File: src/dprq_consts.vh
// dma request service constants: direction codes, transfer size, end-of-transfer offset
// assumes inclusion by dprq_top.v only
`ifndef DPRQ_CONSTS_VH
`define DPRQ_CONSTS_VH
`define DPRQ_DIR_MEM2PER 1'h1
`define DPRQ_DIR_PER2MEM 1'h0
`define DPRQ_SIZE_BYTE 1'h0
`define DPRQ_EARLY_OFFSET 16'h0001
`define DPRQ_CNT_RST 16'h0000
`define DPRQ_SYNC_RST 2'h0
`endif

File: src/dprq_top.v
// device-side request service for one dma channel: request select, single transfer, end-of-transfer
// assumes peripherals keep their own enables and hold each request until acknowledged
// limitation: one channel only; arbitration, address pointers and circular mode live elsewhere
// trade-off: requests pass two sync flops, so each transfer starts two cycles late
//
// Operation
// - cipher channel always moves exactly one byte per transfer
// - cipher input channel runs memory to peripheral, direction one
// - cipher output channel runs peripheral to memory, direction zero
// - count reached: end-of-transfer pulse to two-wire plus interrupt
// - two-wire master receive: early end-of-transfer at count minus one
// - channel requests are ORed, only one source enabled at once
`timescale 1ns/1ps
`include "dprq_consts.vh"

module dprq_top #(
    parameter NSRC = 8,
    parameter CW = 16
) (
    input wire i_clk,
    input wire i_nrst,
    input wire i_channel_enable,
    input wire [CW-1:0] i_transfer_count,
    input wire i_cipher_input_sel,
    input wire i_cipher_output_sel,
    input wire i_two_wire_sel,
    input wire i_two_wire_master_rx,
    input wire i_dir_cfg,
    input wire [NSRC-1:0] i_src_req,
    input wire i_xfer_done,
    output wire o_xfer_req,
    output reg o_channel_transfer_direction,
    output reg o_transfer_size,
    output reg [NSRC-1:0] o_src_ack,
    output reg o_end_of_transfer_signal,
    output reg o_early_end_of_transfer_signal,
    output reg o_dma_irq,
    output reg o_busy,
    output reg o_multi_source_err,
    output reg [CW-1:0] o_done_count
);

// ----------------------------------------
// request input synchronisers
// ----------------------------------------
// pins come from other peripheral timing, so two flops each
reg [NSRC-1:0] req_s1_q;
reg [NSRC-1:0] req_s2_q;
reg busy_q;
reg [CW-1:0] cnt_q;
wire any_req;
wire multi_req;
wire run;
wire [CW-1:0] early_cnt;
reg dir_d;
reg busy_d;
reg [CW-1:0] cnt_d;
reg [NSRC-1:0] ack_d;
reg eot_d;
reg early_d;
reg irq_d;
wire done_now;
wire last_hit;
wire early_hit;

// ----------------------------------------
// helper functions
// ----------------------------------------
// count after one more transfer, shared by the end and early end compares
function [CW-1:0] next_count;
    input [CW-1:0] cur;
    begin
        next_count = cur + {{(CW-1){1'b0}}, 1'b1};
    end
endfunction

genvar g;
generate
    for (g = 0; g < NSRC; g = g + 1) begin : g_sync
        always @(posedge i_clk or negedge i_nrst) begin
            if (!i_nrst) begin
                req_s1_q[g] <= 1'h0;
                req_s2_q[g] <= 1'h0;
            end else begin
                req_s1_q[g] <= i_src_req[g];
                req_s2_q[g] <= req_s1_q[g];
            end
        end
    end
endgenerate

// ----------------------------------------
// request combining
// ----------------------------------------
assign any_req = |req_s2_q;
// more than one bit set: x & (x-1) nonzero
assign multi_req = |(req_s2_q & (req_s2_q - {{(NSRC-1){1'b0}}, 1'b1}));
assign run = i_channel_enable && (cnt_q != i_transfer_count);
// one request at a time; a fresh one only after the ack drops and resynchronises
assign o_xfer_req = run && any_req && !busy_q && (o_src_ack == {NSRC{1'b0}});
assign early_cnt = i_transfer_count - `DPRQ_EARLY_OFFSET;
// o_xfer_req needs busy low, so a done pulse never meets a fresh request
assign done_now = busy_q && i_xfer_done;
assign last_hit = (next_count(cnt_q) == i_transfer_count);
assign early_hit = (next_count(cnt_q) == early_cnt);

// ----------------------------------------
// direction, next value
// ----------------------------------------
// cipher input wins when both cipher selects are set
always @* begin
    dir_d = i_dir_cfg;
    if (i_cipher_input_sel) begin
        dir_d = `DPRQ_DIR_MEM2PER;
    end else if (i_cipher_output_sel) begin
        dir_d = `DPRQ_DIR_PER2MEM;
    end
end

// ----------------------------------------
// direction and size registers
// ----------------------------------------
always @(posedge i_clk or negedge i_nrst) begin
    if (!i_nrst) begin
        o_channel_transfer_direction <= `DPRQ_DIR_PER2MEM;
        o_transfer_size <= `DPRQ_SIZE_BYTE;
    end else begin
        o_channel_transfer_direction <= dir_d;
        o_transfer_size <= `DPRQ_SIZE_BYTE;
    end
end

// ----------------------------------------
// transfer sequencing, next values
// ----------------------------------------
// ack held until the source drops its request
always @* begin
    busy_d = busy_q;
    cnt_d = cnt_q;
    ack_d = o_src_ack & req_s2_q;
    eot_d = 1'h0;
    early_d = 1'h0;
    irq_d = 1'h0;
    if (!i_channel_enable) begin
        cnt_d = `DPRQ_CNT_RST;
    end
    if (o_xfer_req) begin
        busy_d = 1'h1;
    end else if (done_now) begin
        busy_d = 1'h0;
        ack_d = req_s2_q;
        cnt_d = next_count(cnt_q);
        if (last_hit) begin
            eot_d = i_two_wire_sel;
            irq_d = 1'h1;
        end
        if (i_two_wire_sel && i_two_wire_master_rx && early_hit) begin
            early_d = 1'h1;
        end
    end
end

// ----------------------------------------
// transfer sequencing registers
// ----------------------------------------
always @(posedge i_clk or negedge i_nrst) begin
    if (!i_nrst) begin
        busy_q <= 1'h0;
        cnt_q <= `DPRQ_CNT_RST;
        o_src_ack <= {NSRC{1'b0}};
        o_end_of_transfer_signal <= 1'h0;
        o_early_end_of_transfer_signal <= 1'h0;
        o_dma_irq <= 1'h0;
    end else begin
        busy_q <= busy_d;
        cnt_q <= cnt_d;
        o_src_ack <= ack_d;
        o_end_of_transfer_signal <= eot_d;
        o_early_end_of_transfer_signal <= early_d;
        o_dma_irq <= irq_d;
    end
end

// ----------------------------------------
// status registers
// ----------------------------------------
// status trails the working state by one cycle
always @(posedge i_clk or negedge i_nrst) begin
    if (!i_nrst) begin
        o_busy <= 1'h0;
        o_multi_source_err <= 1'h0;
        o_done_count <= `DPRQ_CNT_RST;
    end else begin
        o_busy <= busy_q;
        o_multi_source_err <= multi_req && i_channel_enable;
        o_done_count <= cnt_q;
    end
end

endmodule // dprq_top

File: config.mk
export PLATFORM = sky130hd
export DESIGN_NAME = dprq_top
export DESIGN_NICKNAME = d
export VERILOG_FILES = /design/src/dprq_top.v
export VERILOG_INCLUDE_DIRS = /design/src
export SDC_FILE = /design/constraint.sdc
export NUM_CORES = 1
export LEC_CHECK = 0
export ABC_AREA = 0
export BUFFER_PORTS_ARGS = -buffer_cell sky130_fd_sc_hd__buf_2
export CORE_UTILIZATION = 25
export DETAILED_ROUTE_END_ITERATION = 7
export GPL_ROUTABILITY_DRIVEN = 1
export HOLD_SLACK_MARGIN = 0.12
export PLACE_DENSITY = 0.49
export RECOVER_POWER = 25
export SLEW_MARGIN = 20
export SYNTH_ARGS = -nofsm -noshare
export SYNTH_HDL_FRONTEND = slang
export SYNTH_SLANG_ARGS = --single-unit
File: constraint.sdc
create_clock -name i_clk -period 2.25 [get_ports i_clk]
set_clock_uncertainty 0.15 [all_clocks]
set_input_delay 0.675 -clock i_clk [delete_from_list [all_inputs] [get_ports i_clk]]
set_output_delay 0.675 -clock i_clk [all_outputs]
set_load 0.02 [all_outputs]
==> flow_metrics.tcl <==
set metrics [dict create \
    stdcell_count 658 \
    placedCellCount 638 \
    crit_required_ns 1.42 \
    slew_viol_final 0 \
    critPathLaunchType "flop" \
    die_height_um 115.3 \
    ys_seq_area_frac 0.4910 \
    vias 2945 \
    clk_pin_slew_ns 0.06 \
    reg2reg_setup_slack_ns -0.16 \
    highest_layer "met4" \
    synth_edf_count 0 \
    grt_pass1_wl_um 15260 \
    status "finished with violations" \
    antenna_cells 0 \
    reg2reg_depth 7 \
    insertion_delay_ns 0.33 \
    cts_tree "done" \
    yosys.area.top_type "dfrtp_1" \
    fin_area_um2 4976 \
    wirelength_um 9379 \
    synth_seq_cells 63 \
    drt_iter0_drc 139 \
    firstDrtPassIters 4 \
    ys.flop_type "dfrtp_1" \
    path_class "reg2out" \
    grt.total_usage 0.1529 \
    rsz0062_at_grt "yes" \
    grt_pass1_vias 3022 \
    routed-wl-met3_um 263 \
    fin_nets 516 \
    drc 0 \
    dieArea_um2 13300 \
    whs_path_depth 0 \
    violations "setup timing" \
    syn_to_final_growth_pct 54.99 \
    hp-class "reg2reg" \
    wl_per_cell_um 14.25 \
    place_hpwl_um 7266 \
    synthTopCellsByArea "dfrtp_1, xnor2_1, o21ai_0" \
    synthArstFlopShare 1.000 \
    ios 65 \
    cts-htree-levels 3 \
    timing.fmax_mhz 366.7 \
    placement.cell_area_um2 4503 \
    rows 41 \
    p_leak_nw 2.314 \
    max_cap_violations 0 \
    start_util 0.2555 \
    antenna_found_initial 0 \
    yosys.area.top_type_share 0.4910 \
    grt_max_degree 25 \
    met1_length_um 4150 \
    critPathCaptureType "output port" \
    setup_ws_ns -0.4769 \
    cts_made_buffers 9 \
    hold_viol_final 0 \
    synth_area_per_cell_um2 10.06 \
    clock_path_buffers 2 \
    tightestPinTransition_ns 1.133 \
    syn_area_um2 3211 \
    ys_warn_count 0 \
    viasPerCell 4.476 \
    ctsRootBufferMaster "clkbuf_16" \
    timing.rr.start "cnt_q[11]$_DFF_PN0_" \
    setup_viol 4 \
    arrival_ns 1.90 \
    netlist_instances 319 \
    slew_headroom 0.2450 \
    die_width_um 115.3 \
    min_to "req_s2_q[4]$_DFF_PN0_" \
    min_from "req_s1_q[4]$_DFF_PN0_" \
    finalCriticalPeriod_ns 2.727 \
    grt.overflow.total 0 \
    finish.utilization 0.3959 \
    r2r-end "o_early_end_of_transfer_signal$_DFF_PN0_" \
    core_um2 12570 \
    ant_nets 0 \
    finalCritPeriodShare 1.212 \
    synth_cell_types 45 \
    wl_met2_um 4691 \
    numPortBuffers 63 \
    crit_path_max_fanout 2 \
    ir_drop_v 0.0003666 \
    cts_sinks 63 \
    syn-num-nets 354 \
    place.gp.congestion 0.8531 \
    p_per_area_nw_per_um2 732.1 \
    drive_gt1_frac 0.4444 \
]
## state kept, by name, summed over array words and instances (netlist names)
register and flops:
busy_q 1, cnt_q 16, o_busy 1, o_channel_transfer_direction 1, o_dma_irq 1, o_done_count 16
o_early_end_of_transfer_signal 1, o_end_of_transfer_signal 1, o_multi_source_err 1, o_src_ack 8, req_s1_q 8, req_s2_q 8
## critical path, cell delays in order (launching register included)
cell	delay (ns)
dfrtp_1	0.42
xor2_1	0.20
nor4_2	0.30
nand4_1	0.16
nor3_2	0.13
buf_4	0.14
a211oi_2	0.04
buf_4	0.18
## power breakdown
group          switching (W)  internal, W  total, W
logic               0.000406     0.000340  0.000746
registers          0.0000541      0.00122   0.00127
clock network       0.000528      0.00109   0.00162
total               0.000988      0.00265   0.00364
## cell usage after synthesis, types with 7 or more instances
cell type / number
inv_1: 7
dfrtp_1: 63
nand2_1: 34
clkbuf_1: 8
o21a_1: 8
nor2_1: 15
nor3_1: 11
nand4_1: 11
nor4_1: 7
nand3_1: 9
xnor2_1: 29
xor2_1: 12
o21ai_0: 29
## per-stage QoR
stage | hold slack [ns] | setup WS, ns | total power (W) | TNS (ns)
after global placement | 0.1816 | -0.5941 | 0.001990 | -1.826
final | 0.1976 | -0.4769 | 0.003643 | -0.7591
after global routing | 0.2026 | -0.5735 | 0.003815 | -1.369
after detailed placement | 0.1864 | -0.6091 | 0.001996 | -1.924
after floorplan | 0.1812 | -0.2491 | 0.001653 | -0.2960
after CTS | 0.1586 | -0.5216 | 0.003692 | -0.6860
## how the worst max path moves through the flow
stage	startpoint	endpoint	slack (ns)	depth (start not counted)
2_1_floorplan	i_transfer_count[1]	o_early_end_of_transfer_signal$_DFF_PN0_	-0.25	8
6_report	cnt_q[7]$_DFF_PN0_	o_xfer_req	-0.48	7
3_3_place_gp	i_transfer_count[14]	o_xfer_req	-0.59	8
4_1_cts	cnt_q[7]$_DFF_PN0_	o_xfer_req	-0.52	7
3_5_place_dp	i_transfer_count[14]	o_xfer_req	-0.61	8
5_1_grt	cnt_q[7]$_DFF_PN0_	o_xfer_req	-0.57	7
## final cells by class
cell class,count,area [um^2]
timing repair buffer,167,1110
tap,172,215.2
sequential,63,1584
multi-input combinational,233,1690
clock buffer,9,225.2
clock inverter,7,125.1
inverter,7,26.28
fill,1281,7592
## cell usage in the layout (no fill, tap or decap), types with 4 or more instances in the layout
cell type and count:
buf_4 94, nand4_1 11, inv_1 7, buf_2 60, nor4_2 5, and3_1 6, o21a_1 8, nand3_2 4
clkbuf_1 8, dfrtp_1 57, o21ai_0 29, nor3_1 8, and2_1 4, dfrtp_2 6, nand3_1 6, nor2_1 15
xnor2_1 27, o31ai_1 6, xor2_1 11, nand2_1 34, nor4_1 4, clkbuf_16 9
## kinds of logic after synthesis
group	Yosys count	share of synthesized area
and+or+nand+nor	127	0.2256
adders and majority gates	3	0.01091
buffers and inverters	23	0.03040
xor gates and xnor gates	43	0.1259
other	1	0.001168
DFF	63	0.4910
AOI/OAI and AO/OA	59	0.1150
## repair_timing
action                                  4_1_cts  5_1_grt
hold buffers                                  0        0
pin swaps                                    15        7
resized for setup                            24        2
endpoints found under the setup margin        4        4
buffers inserted                              2        2
cloned                                        0        0
## metal layers
layer	global-route usage	up-vias
met5	0	-
met4	0.06494	0
met3	0.02794	20
met2	0.2603	62
met1	0.1895	1409
li1	-	1454
(Power assumes the default switching activity.)
